**src/common/uts_pkg.sv**
```systemverilog
// shared constants and types for the tag state and flag core
`default_nettype none
package uts_pkg;
  localparam int unsigned CLK_HZ        = 10_000_000;
  localparam int unsigned RETAIN_TIME_MS = 4_000;
  localparam int unsigned RETAIN_CYCLES =
    RETAIN_TIME_MS * (CLK_HZ / 1_000);
  localparam int unsigned RET_CNT_W     = 26;
  localparam int unsigned ADDR_W        = 8;
  localparam int unsigned MEM_BYTES     = 256;
  localparam int unsigned QUAD_BYTES    = 4;

  localparam logic [7:0] REG_FLAGS = 8'h00;
  localparam logic [7:0] REG_STATE = 8'h04;
  localparam logic [7:0] REG_CTRL  = 8'h08;
  localparam int unsigned CTRL_SEALED_BIT = 0;
  localparam int unsigned CTRL_CLRLOCK_BIT = 1;

  localparam int unsigned FLAG_XCHG  = 0;
  localparam int unsigned FLAG_WROK  = 1;
  localparam int unsigned FLAG_BPRES = 2;
  localparam int unsigned FLAG_BGOOD = 3;

  typedef enum logic [1:0] {
    ST_POWER_OFF     = 2'b00,
    ST_READY         = 2'b01,
    ST_IDENTIFY      = 2'b11,
    ST_DATA_EXCHANGE = 2'b10
  } uts_state_t;

  typedef enum logic [5:0] {
    CMD_PICK_EQ    = 6'h00, CMD_PICK_NE    = 6'h01,
    CMD_PICK_GT    = 6'h02, CMD_PICK_LT    = 6'h03,
    CMD_PICK_EQF   = 6'h04, CMD_PICK_NEF   = 6'h05,
    CMD_DROP_EQ    = 6'h06, CMD_DROP_NE    = 6'h07,
    CMD_DROP_GT    = 6'h08, CMD_DROP_LT    = 6'h09,
    CMD_DROP_EQF   = 6'h0A, CMD_DROP_NEF   = 6'h0B,
    CMD_MULTI_DROP = 6'h0C, CMD_FAIL       = 6'h0D,
    CMD_SUCCESS    = 6'h0E, CMD_REPEAT     = 6'h0F,
    CMD_REINIT     = 6'h10, CMD_READ       = 6'h11,
    CMD_DATA_READ  = 6'h12, CMD_READ_VFY   = 6'h13,
    CMD_READ_VFY4  = 6'h14, CMD_STORE      = 6'h15,
    CMD_QUAD_STORE = 6'h16, CMD_QUAD_MULTI = 6'h17,
    CMD_STORE_MULTI = 6'h18, CMD_PROTECT   = 6'h19,
    CMD_PROTECT_QRY = 6'h1A, CMD_FAIL_ALT  = 6'h1B,
    CMD_SUCCESS_ALT = 6'h1C, CMD_DREAD_ALT = 6'h1D,
    CMD_FLAG_READ  = 6'h1E, CMD_VAR_READ   = 6'h1F,
    CMD_PORT_READ  = 6'h20, CMD_ANON_FETCH = 6'h21,
    CMD_REPEAT_ALT = 6'h22
  } uts_cmd_e;

  // one decoded command frame from the forward-link front end
  typedef struct packed {
    logic             valid;
    logic             crc_ok;
    uts_cmd_e         code;
    logic             uid_match;
    logic             cond_match;
    logic [ADDR_W-1:0] addr;
    logic [31:0]      data;
  } uts_cmd_t;

  typedef struct packed {
    logic       valid;
    logic [7:0] data;
  } uts_resp_t;

  typedef struct packed {
    logic       wr;
    logic       rd;
    logic [7:0] addr;
    logic [31:0] wdata;
  } uts_bus_t;
endpackage
`default_nettype wire

```
**src/rtl/uts_core.sv**
```systemverilog
// tag protocol state machine, status flags and memory access core
// How it works
// - resync pattern reinitialises data recovery; spurious edges before it dropped.
// - four flag bits: exchange, write ok, battery fitted, battery good.
// - exchange flag set entering data exchange, held until reinitialise or retention expiry while off.
// - when powered off, exchange flag clears after at least 4 s.
// - reinitialise command clears exchange flag at once.
// - write ok flag set after any successful write, lock included.
// - write ok flag cleared after the next command executes.
// - battery fitted flag fixed by build parameter.
// - battery good only when fitted and battery sufficient.
// - memory is 256 one-byte blocks.
// - one lock bit per byte; lock sets it, query reads it.
// - once sealed, no operation clears a lock bit; the code lets the sealing write also clear them, and reset clears sealed.
// - field on moves tag from powered off to ready.
// - loss of stored energy returns tag to powered off from anywhere.
// - command not valid in current state is ignored silently.
// - per-state acceptance of select, unselect, arbitration, lock, data read.
// - reads, single and quad stores, reinit, queries accepted in all powered states; multi stores not in ready.
// - matching select or addressed read moves tag toward selection.
// - matching unselect or reinitialise returns tag to ready.
// - arbitration keeps identify; matching data read enters data exchange.
// - response only after a correctly decoded accepted command.
//
// The implementer's own choices: the register addresses and the address-and-strobe port.
`default_nettype none
module uts_core #(
  parameter int unsigned RETAIN_CYCLES  = uts_pkg::RETAIN_CYCLES,
  parameter logic        BATTERY_FITTED = 1'b0
) (
  input  wire logic               clk,
  input  wire logic               reset_n,
  input  wire uts_pkg::uts_bus_t  bus,
  output logic [31:0]             rdata,
  input  wire uts_pkg::uts_cmd_t  cmd,
  output uts_pkg::uts_resp_t      resp,
  input  wire logic               field_on,
  input  wire logic               energy_ok,
  input  wire logic               battery_good,
  input  wire logic               resync_seen,
  output logic                    calib_reinit,
  output logic [7:0]              flags,
  output uts_pkg::uts_state_t     state
);
  localparam logic [uts_pkg::RET_CNT_W-1:0] RET_LAST =
    uts_pkg::RET_CNT_W'(RETAIN_CYCLES - 1);
  localparam logic [2:0] QUAD = 3'(uts_pkg::QUAD_BYTES);

  typedef struct packed {
    uts_pkg::uts_state_t            st;
    logic                           xchg;
    logic                           wr_ok;
    logic                           bgood;
    logic                           wait_resync;
    logic                           sealed;
    logic                           clr_locks;
    logic [uts_pkg::RET_CNT_W-1:0]  ret_cnt;
    logic [2:0]                     wr_left;
    logic                           wr_fail;
    logic [uts_pkg::ADDR_W-1:0]     wr_addr;
    logic [31:0]                    wr_data;
    logic                           lock_go;
    uts_pkg::uts_resp_t             resp;
    logic                           recal;
    logic [31:0]                    rdata;
  } uts_core_state_t;

  uts_core_state_t q;
  uts_core_state_t d;
  logic            accept;
  logic [7:0]      mem_byte;
  logic            mem_lock;
  logic            wr_lock;

  function automatic logic cmd_allowed(uts_pkg::uts_cmd_e c,
                                       uts_pkg::uts_state_t s);
    logic rdy;
    logic idf;
    logic dx;
    rdy = (s == uts_pkg::ST_READY);
    idf = (s == uts_pkg::ST_IDENTIFY);
    dx  = (s == uts_pkg::ST_DATA_EXCHANGE);
    case (c)
      uts_pkg::CMD_PICK_EQ, uts_pkg::CMD_PICK_NE, uts_pkg::CMD_PICK_GT,
      uts_pkg::CMD_PICK_LT, uts_pkg::CMD_PICK_EQF,
      uts_pkg::CMD_PICK_NEF:
        return rdy | idf;
      uts_pkg::CMD_DROP_EQ, uts_pkg::CMD_DROP_NE, uts_pkg::CMD_DROP_GT,
      uts_pkg::CMD_DROP_LT, uts_pkg::CMD_DROP_EQF, uts_pkg::CMD_DROP_NEF,
      uts_pkg::CMD_MULTI_DROP, uts_pkg::CMD_FAIL, uts_pkg::CMD_SUCCESS,
      uts_pkg::CMD_REPEAT, uts_pkg::CMD_FAIL_ALT,
      uts_pkg::CMD_SUCCESS_ALT, uts_pkg::CMD_REPEAT_ALT:
        return idf;
      uts_pkg::CMD_PROTECT:
        return dx;
      uts_pkg::CMD_DATA_READ, uts_pkg::CMD_DREAD_ALT,
      uts_pkg::CMD_QUAD_MULTI, uts_pkg::CMD_STORE_MULTI:
        return idf | dx;
      uts_pkg::CMD_REINIT, uts_pkg::CMD_READ, uts_pkg::CMD_READ_VFY,
      uts_pkg::CMD_READ_VFY4, uts_pkg::CMD_STORE, uts_pkg::CMD_QUAD_STORE,
      uts_pkg::CMD_PROTECT_QRY, uts_pkg::CMD_FLAG_READ,
      uts_pkg::CMD_VAR_READ, uts_pkg::CMD_PORT_READ,
      uts_pkg::CMD_ANON_FETCH:
        return rdy | idf | dx;
      default:
        return 1'b0;
    endcase
  endfunction

  function automatic logic is_store(uts_pkg::uts_cmd_e c);
    return c == uts_pkg::CMD_STORE || c == uts_pkg::CMD_QUAD_STORE ||
           c == uts_pkg::CMD_QUAD_MULTI || c == uts_pkg::CMD_STORE_MULTI;
  endfunction

  function automatic logic [7:0] flag_byte(uts_core_state_t s);
    logic [7:0] f;
    f = 8'h00;
    f[uts_pkg::FLAG_XCHG]  = s.xchg;
    f[uts_pkg::FLAG_WROK]  = s.wr_ok;
    f[uts_pkg::FLAG_BPRES] = BATTERY_FITTED;
    f[uts_pkg::FLAG_BGOOD] = s.bgood;
    return f;
  endfunction

  // a command acts only when whole, powered, settled and legal here
  assign accept = cmd.valid && cmd.crc_ok
               && q.st != uts_pkg::ST_POWER_OFF
               && !q.wait_resync
               && q.wr_left == 3'h0
               && cmd_allowed(cmd.code, q.st);

  uts_mem #(
    .AW    (uts_pkg::ADDR_W),
    .BYTES (uts_pkg::MEM_BYTES)
  ) u_mem (
    .clk       (clk),
    .wr_en     (q.wr_left != 3'h0),
    .wr_addr   (q.wr_addr),
    .wr_data   (q.wr_data[31:24]),
    .lock_en   (q.lock_go),
    .clr_locks (q.clr_locks),
    .rd_addr   (cmd.addr),
    .rd_data   (mem_byte),
    .rd_lock   (mem_lock),
    .wr_lock   (wr_lock)
  );

  always_comb begin
    d = q;
    d.resp.valid = 1'b0;
    d.recal = 1'b0;
    d.clr_locks = 1'b0;
    d.lock_go = 1'b0;
    d.rdata = 32'h0000_0000;
    d.bgood = BATTERY_FITTED & battery_good & energy_ok;
    // register port
    if (bus.rd) begin
      case (bus.addr)
        uts_pkg::REG_FLAGS: d.rdata = {24'h00_0000, flag_byte(q)};
        uts_pkg::REG_STATE: d.rdata = {30'h0000_0000, q.st};
        uts_pkg::REG_CTRL:  d.rdata = {31'h0000_0000, q.sealed};
        default:            d.rdata = 32'h0000_0000;
      endcase
    end
    if (bus.wr && bus.addr == uts_pkg::REG_CTRL) begin
      if (bus.wdata[uts_pkg::CTRL_SEALED_BIT]) begin
        d.sealed = 1'b1;
      end
      d.clr_locks = bus.wdata[uts_pkg::CTRL_CLRLOCK_BIT] & ~q.sealed;
    end
    // resync pattern restarts data recovery
    if (resync_seen) begin
      d.recal = 1'b1;
      d.wait_resync = 1'b0;
    end
    // multi-byte store, one byte per cycle, msbyte first
    if (q.wr_left != 3'h0) begin
      d.wr_fail = q.wr_fail | wr_lock;
      d.wr_addr = q.wr_addr + 8'h01;
      d.wr_data = {q.wr_data[23:0], 8'h00};
      d.wr_left = q.wr_left - 3'h1;
      if (q.wr_left == 3'h1) begin
        d.wr_ok = ~(q.wr_fail | wr_lock);
        d.wait_resync = 1'b1;
      end
    end
    if (accept) begin
      d.wr_ok = 1'b0;
      d.resp.valid = 1'b1;
      d.resp.data = mem_byte;
      case (cmd.code)
        uts_pkg::CMD_PICK_EQ, uts_pkg::CMD_PICK_NE, uts_pkg::CMD_PICK_GT,
        uts_pkg::CMD_PICK_LT, uts_pkg::CMD_PICK_EQF,
        uts_pkg::CMD_PICK_NEF: begin
          d.resp.valid = cmd.cond_match;
          if (cmd.cond_match) begin
            d.st = uts_pkg::ST_IDENTIFY;
          end
        end
        uts_pkg::CMD_DROP_EQ, uts_pkg::CMD_DROP_NE, uts_pkg::CMD_DROP_GT,
        uts_pkg::CMD_DROP_LT, uts_pkg::CMD_DROP_EQF,
        uts_pkg::CMD_DROP_NEF: begin
          d.resp.valid = ~cmd.cond_match;
          if (cmd.cond_match) begin
            d.st = uts_pkg::ST_READY;
          end
        end
        uts_pkg::CMD_MULTI_DROP: begin
          d.resp.valid = ~(cmd.cond_match & q.wr_ok);
          if (cmd.cond_match && q.wr_ok) begin
            d.st = uts_pkg::ST_READY;
          end
        end
        uts_pkg::CMD_REINIT: begin
          d.resp.valid = 1'b0;
          d.xchg = 1'b0;
          d.st = uts_pkg::ST_READY;
        end
        uts_pkg::CMD_FAIL, uts_pkg::CMD_SUCCESS, uts_pkg::CMD_REPEAT,
        uts_pkg::CMD_FAIL_ALT, uts_pkg::CMD_SUCCESS_ALT,
        uts_pkg::CMD_REPEAT_ALT: begin
          d.resp.data = flag_byte(q);
        end
        uts_pkg::CMD_ANON_FETCH: begin
          d.st = uts_pkg::ST_DATA_EXCHANGE;
        end
        uts_pkg::CMD_READ_VFY, uts_pkg::CMD_READ_VFY4: begin
          d.resp.valid = cmd.uid_match & q.wr_ok;
          if (cmd.uid_match && q.wr_ok) begin
            d.st = uts_pkg::ST_DATA_EXCHANGE;
          end
        end
        uts_pkg::CMD_PROTECT: begin
          d.resp.valid = cmd.uid_match;
          if (cmd.uid_match) begin
            d.wr_addr = cmd.addr;
            d.lock_go = 1'b1;
            d.wr_ok = 1'b1;
            d.wait_resync = 1'b1;
          end
        end
        uts_pkg::CMD_QUAD_MULTI, uts_pkg::CMD_STORE_MULTI: begin
          d.resp.valid = 1'b0;
          d.wr_addr = cmd.addr;
          d.wr_data = cmd.data;
          d.wr_fail = 1'b0;
          d.wr_left = cmd.code == uts_pkg::CMD_QUAD_MULTI ? QUAD : 3'h1;
        end
        default: begin
          // addressed reads, stores and queries
          d.resp.valid = cmd.uid_match;
          if (cmd.uid_match) begin
            d.st = uts_pkg::ST_DATA_EXCHANGE;
            if (cmd.code == uts_pkg::CMD_FLAG_READ) begin
              d.resp.data = flag_byte(q);
            end
            if (cmd.code == uts_pkg::CMD_PROTECT_QRY) begin
              d.resp.data = {7'h00, mem_lock};
            end
            if (is_store(cmd.code)) begin
              d.wr_addr = cmd.addr;
              d.wr_data = cmd.data;
              d.wr_fail = 1'b0;
              d.wr_left = cmd.code == uts_pkg::CMD_QUAD_STORE ? QUAD
                                                               : 3'h1;
            end
          end
        end
      endcase
    end
    if (d.st == uts_pkg::ST_DATA_EXCHANGE) begin
      d.xchg = 1'b1;
    end
    // power sequencing overrides the state, pending store, resync wait and response
    if (!energy_ok) begin
      d.st = uts_pkg::ST_POWER_OFF;
      d.wr_left = 3'h0;
      d.wait_resync = 1'b0;
      d.resp.valid = 1'b0;
    end else if (q.st == uts_pkg::ST_POWER_OFF && field_on) begin
      d.st = uts_pkg::ST_READY;
    end
    // retention timer runs only while powered off
    d.ret_cnt = '0;
    if (q.st == uts_pkg::ST_POWER_OFF && q.xchg) begin
      d.ret_cnt = q.ret_cnt + 1'b1;
      if (q.ret_cnt == RET_LAST) begin
        d.xchg = 1'b0;
        d.ret_cnt = '0;
      end
    end
  end

  always_ff @(posedge clk) begin
    if (!reset_n) begin
      q <= '0;
      q.st <= uts_pkg::ST_POWER_OFF;
    end else begin
      q <= d;
    end
  end

  assign rdata        = q.rdata;
  assign resp         = q.resp;
  assign calib_reinit = q.recal;
  assign flags        = flag_byte(q);
  assign state        = q.st;
endmodule
`default_nettype wire

```
**src/rtl/uts_mem.sv**
```systemverilog
// byte memory with one sticky lock bit per byte
`default_nettype none
module uts_mem #(
  parameter int unsigned AW    = 8,
  parameter int unsigned BYTES = 256
) (
  input  wire logic          clk,
  input  wire logic          wr_en,
  input  wire logic [AW-1:0] wr_addr,
  input  wire logic [7:0]    wr_data,
  input  wire logic          lock_en,
  input  wire logic          clr_locks,
  input  wire logic [AW-1:0] rd_addr,
  output logic [7:0]         rd_data,
  output logic               rd_lock,
  output logic               wr_lock
);
  // contents and locks are non-volatile: no reset on purpose
  typedef struct packed {
    logic [BYTES-1:0][7:0] mem;
    logic [BYTES-1:0]      lock;
  } uts_mem_state_t;

  uts_mem_state_t q;
  uts_mem_state_t d;

  always_comb begin
    d = q;
    if (clr_locks) begin
      d.lock = '0;
    end
    if (wr_en && !q.lock[wr_addr]) begin
      d.mem[wr_addr] = wr_data;
    end
    if (lock_en) begin
      d.lock[wr_addr] = 1'b1;
    end
  end

  always_ff @(posedge clk) begin
    q <= d;
  end

  assign rd_data = q.mem[rd_addr];
  assign rd_lock = q.lock[rd_addr];
  assign wr_lock = q.lock[wr_addr];
endmodule
`default_nettype wire
```
**config.mk**
```make
export PLATFORM = sky130hd
export DESIGN_NAME = uts_core
export DESIGN_NICKNAME = d
export VERILOG_FILES = /design/src/common/uts_pkg.sv /design/src/rtl/uts_core.sv /design/src/rtl/uts_mem.sv
export SDC_FILE = /design/constraint.sdc
export NUM_CORES = 2
export LEC_CHECK = 0
export BUFFER_PORTS_ARGS = -buffer_cell sky130_fd_sc_hd__buf_4
export CAP_MARGIN = 20
export CORE_ASPECT_RATIO = 1.2
export CORE_UTILIZATION = 50
export DETAILED_ROUTE_END_ITERATION = 7
export GPL_ROUTABILITY_DRIVEN = 0
export PLACE_DENSITY = 0.78
export SLEW_MARGIN = 25
export SYNTH_ARGS = -nofsm -noshare
export SYNTH_HDL_FRONTEND = slang
export SYNTH_HIERARCHICAL = 1
export SYNTH_SLANG_ARGS = --single-unit
```
**constraint.sdc**
```tcl
create_clock -name clk -period 5.3 [get_ports clk]
set_input_delay 1.06 -clock clk [delete_from_list [all_inputs] [get_ports clk]]
set_output_delay 1.06 -clock clk [all_outputs]
set_load 0.02 [all_outputs]
```
==> out/qor.yml <==
status:
  outcome: "completed"
cells_and_area:
  drive_above_1_share: 0.2305
  multi_input_area_mm2: 0.02612
  fillCellCount: 13770
  areaGrowthSynthToFinish_pct: 12.58
  seqCellArea_mm2: 0.06847
  nets: 5958
die:
  initial_core_util: 0.5027
  die_w_um: 404.9
  io-pin-count: 150
  core_mm2: 0.1938
  die_area_mm2: 0.1966
  rows: 177
  die_h_um: 485.5
timing:
  max_slew_margin: 0.2145
  setup_viol: 0
  hold_viol: 0
  tns_ps: 0
  fmax_mhz: 221.4
  rsz0062_at_grt: "false"
  layout_min_cycle_time_ps: 4516
  fin_crit_sh: 0.8520
  timing.hold.ws_ps: 396.2
  fin_skew_ps: 87.93
  worst_slew_pin_slew_ps: 1175
  slew_violations: 0
cts:
  tritoncts: "done"
  cts.clk_slew.worst_paths_ps: 60
  cts_buffers: 218
  clock_path_buffers: 3
  holdBufCountCts: 0
  cts_max_level: 4
  clock-sinks: 2394
  clockRootBuffer: "clkbuf_16"
  cts_setup_buffers: 0
  cts_resized: 0
  clkLatencyLatePin_ps: 890
grt:
  grt_usage: 0.2575
  grt.overflow.total: 0
  grt_pass1_wl_um: 371700
  grt_max_degree: 257
  grt_pass1_vias: 55890
  antenna_found_initial: 2
routing:
  wirelength_um: 256300
  wl_per_cell_um: 29.66
  vias: 56460
  vias_per_cell: 6.534
  drt-initial-drc-count: 7905
  drtPass1Iterations: 6
  antenna_left: 0
  remaining_drc_errors: 0
flow_run:
  cap_violations: 0
synth:
  synth_cell_types: 91
  yosys_warnings: 6
  yosysMostFrequentCell: "edfxtp_1"
  ys_seq_area_frac: 0.7024
  muxShareOfSynthArea: 0.1657
  async_flop_share: 0
  synth_area_mm2: 0.09742
  synth-main-ff-cell: "edfxtp_1"
  synth_area_leaders: "edfxtp_1, mux4_2, dfxtp_1, mux2i_1, o22ai_1"
  synth_fa_ha_area_frac: 0.0006422
  synthXorXnorAreaFrac: 0.003057
  synth_compound_area_frac: 0.05480
  synthSimpleGateAreaFrac: 0.04084
  yosys.area.top_type: "edfxtp_1"
  synth_top_cell_area_share: 0.6313
  synth_top_family_by_area: "multiplexers"
  synth.ff_latch_count: 2394
  synthTopCellsByCount: "edfxtp_1, mux4_2, dfxtp_1, nor2_1, o22ai_1"
  synth-edff-count: 2048
  netlist_instances: 5661
  avgSynthCellArea_um2: 17.21
critical_path:
  r2r_cells: 6
  cp-end-kind: "flop"
  startpoint_type: "flop"
  crit_required_ps: 5770
  r2r_end: "u_mem/q[1516]$_DFFE_PP_"
  cp.arrival_ps: 4990
  r2r_setup_slack_ps: 780
  crit_type: "flop to flop"
  crit_fanout: 24
  r2r_start: "q[75]$_SDFF_PN0_"
power:
  ir_drop_v: 0.0002767
  power_density_mw_per_mm2: 348.7
  p_leak_uw: 0.03738
worst_hold_path:
  worstHoldPathType: "input port to flop"
  min_path_cells: 2
  min_from: "bus[35]"
  whs_endpoint: "rdata[1]$_SDFF_PN0_"
place:
  dp_hpwl_um: 156700
  portBuffers: 82
[registers in the layout (all words and copies together), names as in the netlist]
signal        flops
u_mem/q        2304
q                74
resp              9
flags             2
rdata             2
state             2
calib_reinit      1
[worst max-delay path, stage by stage, from the launching register on]
cell and delay (ps):
dfxtp_2 850, inv_1 510, nor2_1 500, and2_1 980, buf_4 400, nand2_1 160, nor2_1 680
[cell usage in the layout (no fill, tap or decap), types with 19 or more instances in the layout]
cell type,count
a221oi_1,36
nor3_1,96
a21oi_1,99
mux2_2,37
bufinv_16,27
nand2b_1,31
o221ai_1,115
o31ai_1,20
buf_12,33
nor4_1,42
inv_1,272
a211oi_1,33
edfxtp_1,2048
nor2_1,322
mux2i_1,296
a22oi_1,20
xor2_1,19
conb_1,36
buf_4,332
nand3_1,44
clkbuf_16,224
mux4_2,562
dfxtp_1,333
nand2_1,177
nor2b_1,26
clkinv_1,47
clkinv_2,45
clkbuf_1,23
o22ai_1,322
[per-stage QoR]
stage	cell area, um2	cells	setup WS (ps)	utilization	power [uW]
2_1_floorplan	97550	5696	1047	-	21740
3_3_place_gp	102000	8225	531.1	0.5264	22280
6_report	109700	8641	784.3	0.5660	38240
5_1_grt	109700	8639	738.0	0.5660	39110
4_1_cts	109500	8633	930.1	0.5650	38330
3_5_place_dp	102000	8225	422.6	0.5265	22310
[where the power goes]
| part | switching [uW] | leakage (uW) | internal, uW |
|---|---|---|---|
| registers | 43.9 | 0.0218 | 20200 |
| logic | 995 | 0.0120 | 731 |
| clock network | 7070 | 0.00363 | 9210 |
[worst max path at each step]
| stage | start | endpoint | slack (ps) | cells past startpoint |
|---|---|---|---|---|
| global route | q[75]$_SDFF_PN0_ | u_mem/q[1774]$_DFFE_PP_ | 740 | 6 |
| finish | q[75]$_SDFF_PN0_ | u_mem/q[1516]$_DFFE_PP_ | 780 | 6 |
| CTS | q[75]$_SDFF_PN0_ | u_mem/q[1774]$_DFFE_PP_ | 930 | 6 |
| global placement | cmd[33] | resp[4]$_SDFFE_PN0N_ | 530 | 12 |
| detailed placement | cmd[33] | resp[6]$_SDFFE_PN0N_ | 420 | 10 |
| floorplan | q[67]$_SDFF_PN0_ | u_mem/q[1000]$_DFFE_PP_ | 1050 | 0 |
[area by class of cell]
class                           count  area share
Timing Repair Buffer              373     0.03023
Tap cell                         2595     0.02960
Multi-Input combinational cell   2588      0.2381
Sequential cell                  2394      0.6243
Inverter                          280    0.009617
Clock buffer                      257     0.05309
Clock inverter                    151     0.01498
Antenna cell                        3  0.00006845
[per-layer routing]
layer  track usage  wire (um)  up-vias
met5             0         14        -
met4        0.1488      16890        2
met3       0.05613      26790      836
met2        0.4208     124500     3968
met1        0.3169      88100    28610
li1              -          -    23040
[logic make-up (layout without fill, tap and decap cells)]
logic type      count (synthesis)  count (layout)
flops                        2394            2394
mux                           899             899
simple gates                  856             856
compound gates                758             758
buf+inv                       714            1061
xor+xnor                       34              34
fa+ha+maj                       5               5
other cells                     1              39
Note: power is estimated with default switching activity, not from simulation.
